$ cat src/hdl/cpc_pkg.sv
/*
 * Package for the charge pump current register bank: word indices,
 * field positions, values after reset and the gain encoding.
 * Assumes a 32-bit APB slave where each register index takes one word.
 */
package cpc_pkg;

    // Register word indices; byte address is four times the index
    localparam logic [9:0] IDX_INT_PUMP = 10'h028;
    localparam logic [9:0] IDX_EXT_PUMP = 10'h029;
    localparam logic [9:0] IDX_EXT_DOWN = 10'h02a;

    // Address layout
    localparam int ADDR_W = 12;
    localparam int WORD_LSB = 2;

    // Values after reset
    localparam logic [15:0] RST_INT_PUMP = 16'h101c;
    localparam logic [15:0] RST_EXT_PUMP = 16'h0810;
    localparam logic [15:0] RST_EXT_DOWN = 16'h0010;

    // Field positions in the internal-oscillator word
    localparam int INT_UP_LSB = 8;
    localparam int INT_GAIN_LSB = 6;

    // Field positions in the external-oscillator word
    localparam int EXT_UP_LSB = 7;
    localparam int EXT_GAIN_LSB = 5;
    localparam int INT_DN_LSB = 0;

    // Field position in the external down-current word
    localparam int EXT_DN_LSB = 0;

    // Field widths
    localparam int CUR_W = 5;
    localparam int GAIN_W = 2;
    localparam int BASE_W = 6;
    localparam int TOTAL_W = 9;

    // Gain codes; the multiplier is held in halves
    typedef enum logic [1:0] {
        CPC_GAIN_1X0 = 2'b00,
        CPC_GAIN_2X0 = 2'b01,
        CPC_GAIN_1X5 = 2'b10,
        CPC_GAIN_2X5 = 2'b11
    } cpc_gain_t;

    // Multiplier in halves for a gain code
    function automatic logic [2:0] cpc_gain_halves(input logic [1:0] code);
        logic [2:0] h;
        h = 3'h2;
        case (cpc_gain_t'(code))
            CPC_GAIN_1X0: h = 3'h2;
            CPC_GAIN_2X0: h = 3'h4;
            CPC_GAIN_1X5: h = 3'h3;
            CPC_GAIN_2X5: h = 3'h5;
            default: h = 3'h2;
        endcase
        return h;
    endfunction : cpc_gain_halves

    // Word index from a byte address
    function automatic logic [9:0] cpc_index(input logic [11:0] addr);
        return addr[11:2];
    endfunction : cpc_index

endpackage : cpc_pkg

$ cat src/hdl/cpc_pump_calc.sv
/*
 * Registered charge pump setting for one oscillator path: base current
 * as the sum of up and down codes, total current after the gain.
 * Assumes code inputs come from flops on the same clock.
 */
`timescale 1ns/10ps
module cpc_pump_calc
    import cpc_pkg::*;
(
    input wire logic pclk,
    input wire logic presetn,
    input wire logic [4:0] up_code,
    input wire logic [4:0] down_code,
    input wire logic [1:0] gain_code,
    output logic [5:0] base,
    output logic [8:0] total,
    output logic pump_off
);

    logic [5:0] next_base;

    // Sum of the two codes, in 156.25 uA steps
    assign next_base = {1'b0, up_code} + {1'b0, down_code};

    // Base, gained total in 78.125 uA steps, and tri-state flag
    always_ff @(posedge pclk or negedge presetn) begin
        if (!presetn) begin
            base <= 6'h00;
            total <= 9'h000;
            pump_off <= 1'b1;
        end else begin
            base <= next_base;
            total <= 9'(next_base * cpc_gain_halves(gain_code));
            pump_off <= (up_code == 5'h00) && (down_code == 5'h00);
        end
    end

    property p_base_sum;
        @(posedge pclk) disable iff (!presetn)
        $past(presetn) |-> base == 6'($past(up_code) + $past(down_code));
    endproperty
    a_base_sum: assert property (p_base_sum)
        else $error("pump base is not the sum of up and down codes");

    property p_total_gain;
        @(posedge pclk) disable iff (!presetn)
        $past(presetn) |->
        total == 9'(base * cpc_gain_halves($past(gain_code)));
    endproperty
    a_total_gain: assert property (p_total_gain)
        else $error("pump total does not follow the gain multiplier");

    property p_off_zero;
        @(posedge pclk) disable iff (!presetn)
        $past(presetn) |-> (pump_off == (base == 6'h00));
    endproperty
    a_off_zero: assert property (p_off_zero)
        else $error("tri-state flag disagrees with zero codes");

endmodule : cpc_pump_calc

$ cat src/hdl/cpc_regs.sv
/*
 * Charge pump current register bank behind an APB slave, with the
 * registered pump settings for the external and internal oscillator.
 * Assumes a 10 MHz pclk, asynchronous active-low presetn and a master
 * that keeps to the APB protocol.
 */
`timescale 1ns/10ps
module cpc_regs
    import cpc_pkg::*;
(
    input wire logic pclk,
    input wire logic presetn,
    input wire logic psel,
    input wire logic penable,
    input wire logic pwrite,
    input wire logic [11:0] paddr,
    input wire logic [31:0] pwdata,
    input wire logic [3:0] pstrb,
    output logic [31:0] prdata,
    output logic pready,
    output logic pslverr,
    output logic [4:0] ext_osc_up_current,
    output logic [4:0] ext_osc_down_current,
    output logic [1:0] ext_osc_pump_gain,
    output logic [4:0] int_osc_up_current,
    output logic [4:0] int_osc_down_current,
    output logic [1:0] int_osc_pump_gain,
    output logic [5:0] ext_pump_base,
    output logic [8:0] ext_pump_total,
    output logic ext_pump_off,
    output logic [5:0] int_pump_base,
    output logic [8:0] int_pump_total,
    output logic int_pump_off
);

    // Register words
    logic [15:0] int_pump_word;
    logic [15:0] ext_pump_word;
    logic [15:0] ext_down_word;

    // Bus decode
    logic [9:0] word_index;
    logic access_phase;
    logic access_done;
    logic write_done;
    logic hit_int;
    logic hit_ext;
    logic hit_down;
    logic addr_mapped;
    logic [31:0] next_rdata;

    // Word index and phase of the current transfer
    assign word_index = cpc_index(paddr);
    assign access_phase = psel && penable;
    assign access_done = access_phase && pready;
    assign write_done = access_done && pwrite;

    // Address decode
    assign hit_int = (word_index == IDX_INT_PUMP);
    assign hit_ext = (word_index == IDX_EXT_PUMP);
    assign hit_down = (word_index == IDX_EXT_DOWN);
    assign addr_mapped = hit_int || hit_ext || hit_down;

    // Merge of write data into a 16-bit word by byte lanes
    function automatic logic [15:0] lane_merge(
        input logic [15:0] old_word,
        input logic [31:0] wdata,
        input logic [3:0] strb
    );
        logic [15:0] w;
        w = old_word;
        if (strb[0]) begin
            w[7:0] = wdata[7:0];
        end
        if (strb[1]) begin
            w[15:8] = wdata[15:8];
        end
        return w;
    endfunction : lane_merge

    // Read multiplexer; unmapped words read as zero
    always_comb begin
        next_rdata = 32'h0000_0000;
        if (hit_int) begin
            next_rdata = {16'h0000, int_pump_word};
        end else if (hit_ext) begin
            next_rdata = {16'h0000, ext_pump_word};
        end else if (hit_down) begin
            next_rdata = {16'h0000, ext_down_word};
        end
    end

    // One wait state: ready rises in the second access cycle
    always_ff @(posedge pclk or negedge presetn) begin
        if (!presetn) begin
            pready <= 1'b0;
        end else begin
            pready <= access_phase && !pready;
        end
    end

    // Read data and error flag are loaded as ready rises
    always_ff @(posedge pclk or negedge presetn) begin
        if (!presetn) begin
            prdata <= 32'h0000_0000;
            pslverr <= 1'b0;
        end else if (access_phase && !pready) begin
            prdata <= pwrite ? 32'h0000_0000 : next_rdata;
            pslverr <= !addr_mapped;
        end else begin
            prdata <= 32'h0000_0000;
            pslverr <= 1'b0;
        end
    end

    // Internal-oscillator word: up current, gain, writable low bits with no output
    always_ff @(posedge pclk or negedge presetn) begin
        if (!presetn) begin
            int_pump_word <= RST_INT_PUMP;
        end else if (write_done && hit_int) begin
            int_pump_word <=
                lane_merge(int_pump_word, pwdata, pstrb);
        end
    end

    // External-oscillator word: up current, gain, internal down current
    always_ff @(posedge pclk or negedge presetn) begin
        if (!presetn) begin
            ext_pump_word <= RST_EXT_PUMP;
        end else if (write_done && hit_ext) begin
            ext_pump_word <=
                lane_merge(ext_pump_word, pwdata, pstrb);
        end
    end

    // External-oscillator down current word
    always_ff @(posedge pclk or negedge presetn) begin
        if (!presetn) begin
            ext_down_word <= RST_EXT_DOWN;
        end else if (write_done && hit_down) begin
            ext_down_word <= lane_merge(ext_down_word, pwdata, pstrb);
        end
    end

    // Field outputs are slices of the register flops
    assign ext_osc_up_current =
        ext_pump_word[EXT_UP_LSB +: CUR_W];
    assign ext_osc_pump_gain =
        ext_pump_word[EXT_GAIN_LSB +: GAIN_W];
    assign int_osc_down_current =
        ext_pump_word[INT_DN_LSB +: CUR_W];
    assign int_osc_up_current =
        int_pump_word[INT_UP_LSB +: CUR_W];
    assign int_osc_pump_gain =
        int_pump_word[INT_GAIN_LSB +: GAIN_W];
    assign ext_osc_down_current = ext_down_word[EXT_DN_LSB +: CUR_W];

    // External path in PLL mode; base is up plus down
    cpc_pump_calc u_ext_calc (
        .pclk(pclk),
        .presetn(presetn),
        .up_code(ext_osc_up_current),
        .down_code(ext_osc_down_current),
        .gain_code(ext_osc_pump_gain),
        .base(ext_pump_base),
        .total(ext_pump_total),
        .pump_off(ext_pump_off)
    );

    // Internal path in synthesizer mode
    cpc_pump_calc u_int_calc (
        .pclk(pclk),
        .presetn(presetn),
        .up_code(int_osc_up_current),
        .down_code(int_osc_down_current),
        .gain_code(int_osc_pump_gain),
        .base(int_pump_base),
        .total(int_pump_total),
        .pump_off(int_pump_off)
    );

    // Full-width write to the internal word is read back unchanged
    property p_int_write;
        @(posedge pclk) disable iff (!presetn)
        (write_done && hit_int && pstrb[1:0] == 2'b11) |=>
        (int_pump_word == $past(pwdata[15:0]));
    endproperty
    a_int_write: assert property (p_int_write)
        else $error("internal pump word did not take the write");

    // External up-current field lands in bits 11:7
    property p_ext_up;
        @(posedge pclk) disable iff (!presetn)
        (write_done && hit_ext && pstrb[1:0] == 2'b11) |=>
        (ext_osc_up_current == $past(pwdata[11:7]));
    endproperty
    a_ext_up: assert property (p_ext_up)
        else $error("external up current not taken from bits 11:7");

    // External gain field lands in bits 6:5
    property p_ext_gain;
        @(posedge pclk) disable iff (!presetn)
        (write_done && hit_ext && pstrb[0]) |=>
        (ext_osc_pump_gain == $past(pwdata[6:5]));
    endproperty
    a_ext_gain: assert property (p_ext_gain)
        else $error("external gain not taken from bits 6:5");

    // Internal up current and gain fields of the internal word
    property p_int_fields;
        @(posedge pclk) disable iff (!presetn)
        (write_done && hit_int && pstrb[1:0] == 2'b11) |=>
        (int_osc_up_current == $past(pwdata[12:8])) &&
        (int_osc_pump_gain == $past(pwdata[7:6]));
    endproperty
    a_int_fields: assert property (p_int_fields)
        else $error("internal up current or gain field misplaced");

    // Internal down current comes from bits 4:0 of the external word
    property p_int_down;
        @(posedge pclk) disable iff (!presetn)
        (write_done && hit_ext && pstrb[0]) |=>
        (int_osc_down_current == $past(pwdata[4:0]));
    endproperty
    a_int_down: assert property (p_int_down)
        else $error("internal down current not taken from bits 4:0");

    // Read of the external word returns its stored value
    property p_ext_read;
        @(posedge pclk) disable iff (!presetn)
        (access_done && !pwrite && hit_ext) |->
        (prdata == {16'h0000, ext_pump_word});
    endproperty
    a_ext_read: assert property (p_ext_read)
        else $error("external word readback mismatch");

    // Ready follows the first access cycle by exactly one cycle
    property p_ready_wait;
        @(posedge pclk) disable iff (!presetn)
        (access_phase && !pready) |=> pready ##1 !pready;
    endproperty
    a_ready_wait: assert property (p_ready_wait)
        else $error("ready not a single pulse after one wait state");

    // Ready stays low when no access phase is under way
    property p_ready_idle;
        @(posedge pclk) disable iff (!presetn)
        !access_phase |=> !pready;
    endproperty
    a_ready_idle: assert property (p_ready_idle)
        else $error("ready raised outside an access phase");

    // Full-width write to the external word is read back unchanged
    property p_ext_write;
        @(posedge pclk) disable iff (!presetn)
        (write_done && hit_ext && pstrb[1:0] == 2'b11) |=>
        (ext_pump_word == $past(pwdata[15:0]));
    endproperty
    a_ext_write: assert property (p_ext_write)
        else $error("external pump word did not take the write");

    // Read of the internal word returns its stored value
    property p_int_read;
        @(posedge pclk) disable iff (!presetn)
        (access_done && !pwrite && hit_int) |->
        (prdata == {16'h0000, int_pump_word});
    endproperty
    a_int_read: assert property (p_int_read)
        else $error("internal word readback mismatch");

    // Pump words come out of reset at their documented values
    property p_reset_words;
        @(posedge pclk) disable iff (!presetn)
        $rose(presetn) |->
        (int_pump_word == RST_INT_PUMP) && (ext_pump_word == RST_EXT_PUMP);
    endproperty
    a_reset_words: assert property (p_reset_words)
        else $error("register words not at reset values after reset");

    // Error flag marks exactly the unmapped words
    property p_slverr_map;
        @(posedge pclk) disable iff (!presetn)
        access_done |-> (pslverr == !addr_mapped);
    endproperty
    a_slverr_map: assert property (p_slverr_map)
        else $error("error flag disagrees with the address decode");

    // A write to an unmapped word leaves both pump words alone
    property p_unmapped_keep;
        @(posedge pclk) disable iff (!presetn)
        (write_done && !addr_mapped) |=>
        $stable(int_pump_word) && $stable(ext_pump_word);
    endproperty
    a_unmapped_keep: assert property (p_unmapped_keep)
        else $error("unmapped write changed a pump word");

    c_write_ext: cover property (@(posedge pclk) disable iff (!presetn)
        write_done && hit_ext);
    c_read_int: cover property (@(posedge pclk) disable iff (!presetn)
        access_done && !pwrite && hit_int);
    c_unmapped: cover property (@(posedge pclk) disable iff (!presetn)
        access_done && pslverr);
    c_gain_max: cover property (@(posedge pclk) disable iff (!presetn)
        ext_osc_pump_gain == 2'b11 && ext_pump_total != 9'h000);
    c_byte_write: cover property (@(posedge pclk) disable iff (!presetn)
        write_done && hit_int && pstrb[1:0] == 2'b01);

endmodule : cpc_regs

$ cat config.mk
export PLATFORM = sky130hd
export DESIGN_NAME = cpc_regs
export DESIGN_NICKNAME = d
export VERILOG_FILES = /design/src/hdl/cpc_pkg.sv /design/src/hdl/cpc_pump_calc.sv /design/src/hdl/cpc_regs.sv
export SDC_FILE = /design/constraint.sdc
export NUM_CORES = 1
export LEC_CHECK = 0
export ABC_AREA = 1
export CORE_MARGIN = 4
export CORE_UTILIZATION = 45
export DETAILED_ROUTE_END_ITERATION = 10
export DONT_BUFFER_PORTS = 1
export GPL_ROUTABILITY_DRIVEN = 0
export PLACE_DENSITY_LB_ADDON = 0.25
export SLEW_MARGIN = 25
export SYNTH_ARGS = -nofsm -noshare
export SYNTH_HDL_FRONTEND = slang
export SYNTH_SLANG_ARGS = --single-unit
export TNS_END_PERCENT = 10
$ cat constraint.sdc
create_clock -name pclk -period 8.08 [get_ports pclk]
set_input_delay 0.808 -clock pclk [delete_from_list [all_inputs] [get_ports pclk]]
set_output_delay 0.808 -clock pclk [all_outputs]
set_load 0.05 [all_outputs]
# == Yosys cells after proc, flatten, opt, wreduce, memory -nomap -nowiden ==
# Cells that the tools add are included.
# totals
register_bits,114
wordCells,61
# op_classes
mul,2
add_sub_neg,2
muxes,8
n_reduce_logical,25
n_eq_ne,9
# op_table
cell,n
$mux W32,2
$mux W16,3
$eq A10 B6 Y1 const B,3
$pmux W3 S4,2
$logic_not A5 Y1,4
$mul A6 B3 Y9,2
$add A5 B5 Y6,2
$reduce_and A2 Y1,6
$logic_and A1 B1 Y1,9
$eq A2 B2 Y1 const B,4
$eq A2 B1 Y1 const B,2
$logic_not A2 Y1,2
$logic_not A1 Y1,2
$logic_or A1 B1 Y1,2
$mux W1,1

# == Depth between registers and ports, before layout ==
# logic_depth
depth_word,6
ltp_mapped,15
mapped_depth_nobuf,15

# == Modules after synthesis ==
# A second synthesis with hierarchy kept.
# hier_totals
hier_cells,666
area_unflattened_um2,5846.9
# modules_own_cells
module,seq_area_each_um2,area_per_inst_um2,n_inst,cells_each
cpc_regs,1660.3,3672.3,1,419
cpc_pump_calc (u_int_calc),401.6,1091.0,1,124
cpc_pump_calc (u_ext_calc),401.6,1083.5,1,123

# == Least setup slack after synthesis ==
# No wires, ideal clock.
# synth_path
kind,flip-flop to flip-flop
start,register ext_pump_word[7]
end,register u_ext_calc.total[8]
synth_period_minus_slack_ns,2.981
setup_ns,0.078
setup_slack_ns,5.099
stages_incl_launch_ff,13
arrival_ns,2.903
path_cell_list,dfrtp_1 > ha_1 > fa_1 > xor2_1 > nand2_1 > fa_1 > inv_1 > ha_1 > inv_1 > fa_1 > o21ai_0 > a21oi_1 > o21bai_1
# synth_between
elab_chain_cells,2
# synth_lines
item,line,rtl
from (decl),cpc_regs.sv:38,logic [15:0] ext_pump_word;
from (signal assigned),cpc_regs.sv:131,ext_pump_word <=
$add A5 B5 Y6,cpc_pump_calc.sv:23,"assign next_base = {1'b0, up_code} + {1'b0, down_code};"
net u_ext_calc.next_base[2],cpc_pump_calc.sv:20,logic [5:0] next_base;
$mul A6 B3 Y9,cpc_pump_calc.sv:33,total <= 9'(next_base * cpc_gain_halves(gain_code));
to (signal assigned),cpc_pump_calc.sv:33,
to (decl),cpc_pump_calc.sv:16,"output logic [8:0] total,"
# The timed path passes the listed nets, and every way through them passes these cells.
# A chain may end at the register's enable or synchronous reset.

# == Final worst setup path ==
# layout_path
start,register ext_down_word[0]
end,register u_ext_calc.total[8]
# layout_between
elab_chain_cells,2
# layout_lines
item,line,rtl
from (decl),cpc_regs.sv:39,logic [15:0] ext_down_word;
from (signal assigned),cpc_regs.sv:141,"ext_down_word <= lane_merge(ext_down_word, pwdata, pstrb);"
$add A5 B5 Y6,cpc_pump_calc.sv:23,
net u_ext_calc.next_base[2],cpc_pump_calc.sv:20,
$mul A6 B3 Y9,cpc_pump_calc.sv:33,
# The timed path passes the listed nets, and every way through them passes these cells.

==> metrics.md <==
| Metric | Value |
|---|---|
| CP arrival | `3.90 ns` |
| Post-Syn Area | `between 5000 and 6000 um2` |
| Netlist cell types | `34` |
| Hold WS | `approximately 0.15 ns` |
| Global-route wire length before repair | `roughly 22000 um` |
| Clock Latency Late Sink | `0.35 ns` |
| Clock sink count | `between 90 and 100` |
| HPWL Detailed | `9820 um` |
| Endpoints failing hold | `0` |
| Asr flop ratio synth | `1.00` |
| CTS root buf | `clkbuf_16` |
| Largest family of logic cells by synthesized area | `simple AND/OR/NAND/NOR gates` |
| Die area | `~14000 um2` |
| Post-synth EDFFs | `0` |
| TritonCTS clock tree | `built` |
| Design area | `5750 um2` |
| Crit Path Category | `register to register` |
| Worst Tran Pin Value | `0.778 ns` |
| Overall Global Routing Usage | `0.199` |
| Grt ovf | `0` |
| Area Overhead vs Synth | `2.54%` |
| Fraction of the yosys area taken by sequential cells | `0.439` |
| Max Fclk | `0.275 GHz` |
| R2r endpoint | `u_ext_calc.total[8]$_DFF_PN0_` |
| Lkg Pwr | `3.04 nW` |
| Outcome | `complete, no violations` |
| Post-synthesis mux area share | `0` |
| Max Root-Sink Buffers | `2` |
| Max-slew violations | `0` |
| Ant diodes | `0` |
| Slew headroom | `0.481` |
| Drt pass-1 iters | `4` |
| Critical Path End Type | `register` |
| Setup skew after layout | `~0.008 ns` |
| Post-Synth XOR/XNOR Area | `0.0203` |
| Share of cells above drive strength 1 | `0.0797` |
| Register-to-register setup slack | `roughly 4.4 ns` |
| Port bufs | `0` |
| RSZ-0062 raised after global routing | `no` |
| Vias in the first global route | `about 4100` |
| CP max FO | `5` |
| Max Cap Viol | `0` |
| Post-route clock period utilization | `0.450` |
| 1st-iter DRT viols | `between 200 and 250` |
| Drt wl/cell | `around 18 um` |
| Synth Area in Adders | `0.101` |
| Antenna viol nets, final | `0` |
| Worst-path clk slew | `~0.060 ns` |
| Final setup viols | `0` |
| Most frequent cells after synthesis | `nand2_1 (182), dfrtp_1 (89), inv_1 (62), nand4_1 (54), buf_4 (44)` |
| Std cell rows | `40` |
| Initial antenna violation count | `0` |
| Simple-Gate Fraction of Synth Area | `0.262` |
| Largest net degree at the start of global routing | `between 90 and 100` |
| Top cells by area, synth | `dfrtp_1 (40%), nand2_1 (12%), nand4_1 (6.0%), buf_4 (5.9%), ha_1 (5.8%)` |
| Post-synth top area share | `0.397` |
| Placed Instance Area | `5440 um2` |
| Resized Gates After CTS | `0` |
| Initial Util | `0.463` |
| Via-to-Cell Ratio | `roughly 5.3` |
| Post-CTS setup buffers | `0` |
| Core area | `approximately 12000 um2` |
| Fin crit period | `about 3.6 ns` |
| CP required | `around 8.4 ns` |
| Compound-cell area share of the yosys netlist | `0.0533` |
| Area leader, netlist | `dfrtp_1` |
| Routed WL | `13800 um` |
| I/O pin total | `between 100 and 150` |
| Hold Path Class | `input port to async pin` |
| Post-layout net count | `690` |
| DRC Markers | `0` |
| Syn Area/Cell | `8.80 um2` |
| Via Count | `4049` |
| # H-tree levels | `3` |
| Cells on worst reg2reg path | `12` |
| Max VDD drop | `between 0.00009 and 0.0001 V` |
| Count leader, synth | `nand2_1` |
| Pwr Density | `approximately 170 nW/um2` |
| CTS hold repair buffers | `0` |
| Post-synthesis cell count | `637` |
| CTS buffer count | `9` |
| FF+latch count, synth | `between 90 and 100` |
| Setup TNS | `0 ns` |
| CP Launch Type | `register` |
| Die X | `~120 um` |
| Predominant post-synthesis flop cell | `dfrtp_1` |
| Reg-to-Reg Start | `ext_down_word[0]$_DFFE_PN0P_` |
| Multi-input gate area | `between 2000 and 3000 um2` |
| Die height | `between 100 and 150 um` |
| Register area | `approximately 2500 um2` |
| Syn. warnings | `0` |
| Fill cell total of the finished layout | `1200` |
layout make-up:
| class | instances | area share |
|---|---|---|
| Clock buffer | 11 | 0.0422 |
| Tap cell | 168 | 0.0366 |
| Multi-Input combinational cell | 423 | 0.436 |
| Sequential cell | 98 | 0.428 |
| Inverter | 65 | 0.0424 |
| Clock inverter | 3 | 0.0113 |
| Timing Repair Buffer | 2 | 0.00261 |
metrics by stage:
| step | utilization | cells | power [mW] | worst slack [ns] |
|---|---|---|---|---|
| 2_1_floorplan | - | 652 | 0.544 | 5.10 |
| 5_1_grt | 0.475 | 770 | 1.02 | 4.16 |
| 6_report | 0.475 | 770 | 0.983 | 4.45 |
| 3_5_place_dp | 0.449 | 756 | 0.537 | 4.46 |
| 3_3_place_gp | 0.449 | 756 | 0.536 | 4.48 |
| 4_1_cts | 0.475 | 770 | 0.994 | 4.44 |
placed cells by master (no fill, tap or decap), drive strengths merged:
| cell type | instances |
|---|---|
| clkbuf | 11 |
| and3 | 1 |
| xor2 | 10 |
| nand2 | 185 |
| inv | 65 |
| dfrtp | 89 |
| fa | 12 |
| nand4 | 54 |
| o21ai | 1 |
| nand3 | 33 |
| buf | 2 |
| nor3 | 1 |
| conb | 16 |
| o211ai | 16 |
| and2 | 2 |
| nor4 | 3 |
| bufinv | 2 |
| nor2 | 24 |
| clkinv | 1 |
| or2 | 3 |
| a21o | 1 |
| xnor2 | 3 |
| a31oi | 1 |
| ha | 26 |
| o21bai | 2 |
| dfstp | 9 |
| a21oi | 29 |
per-layer routing:
layer	vias up	part of all wire	track usage
met2	128	0.47	0.311
met3	20	0.091	0.0622
met1	1950	0.42	0.257
met4	0	0.018	0.0852
li1	1951	-	-
met5	-	0	0
report_power, final:
group | leakage [nW] | internal (mW) | switching, mW
Combinational | 1.56 | 0.00350 | 0.0290
Clock | 0.151 | 0.276 | 0.179
Sequential | 1.34 | 0.492 | 0.00353
Total | 3.04 | 0.771 | 0.212
how the worst max path moves through the flow:
| stage | slack (ns) | cells after the start | start | endpoint |
|---|---|---|---|---|
| global placement | 4.48 | 12 | ext_down_word[0]$_DFFE_PN0P_ | u_ext_calc.total[8]$_DFF_PN0_ |
| detailed placement | 4.46 | 12 | ext_down_word[0]$_DFFE_PN0P_ | u_ext_calc.total[8]$_DFF_PN0_ |
| global route | 4.16 | 12 | ext_down_word[0]$_DFFE_PN0P_ | u_ext_calc.total[8]$_DFF_PN0_ |
| floorplan | 5.10 | 12 | ext_pump_word[7]$_DFFE_PN0P_ | u_ext_calc.total[8]$_DFF_PN0_ |
| CTS | 4.44 | 12 | ext_down_word[0]$_DFFE_PN0P_ | u_ext_calc.total[8]$_DFF_PN0_ |
| finish | 4.45 | 12 | ext_down_word[0]$_DFFE_PN0P_ | u_ext_calc.total[8]$_DFF_PN0_ |
kinds of logic (layout without fill, tap and decap cells):
| group | count (synthesis) | in the layout |
|---|---|---|
| DFF | 98 | 98 |
| and+or+nand+nor | 306 | 306 |
| buffers and inverters | 131 | 81 |
| AOI/OAI and AO/OA | 50 | 50 |
| xor gates and xnor gates | 13 | 13 |
| other | 1 | 16 |
| adders and majority gates | 38 | 38 |
critical path, stage by stage, from the launching register on:
cell and delay, ns:
dfrtp_1 0.63, ha_1 0.36, fa_1 0.42, xor2_1 0.31, nand2_1 0.11, fa_1 0.45, inv_1 0.07, ha_1 0.19
inv_1 0.06, fa_1 0.41, o21ai_0 0.28, a21oi_1 0.12, o21bai_1 0.15
flip-flops by register name (all words and copies together), names as in the netlist:
name and flops:
u_int_calc.pump_off 1, u_ext_calc.total 9, u_int_calc.total 9, prdata 16
ext_down_word 16, u_ext_calc.pump_off 1, pready 1, u_int_calc.base 6
int_pump_word 16, u_ext_calc.base 6, pslverr 1, ext_pump_word 16
(Power assumes the default switching activity.)
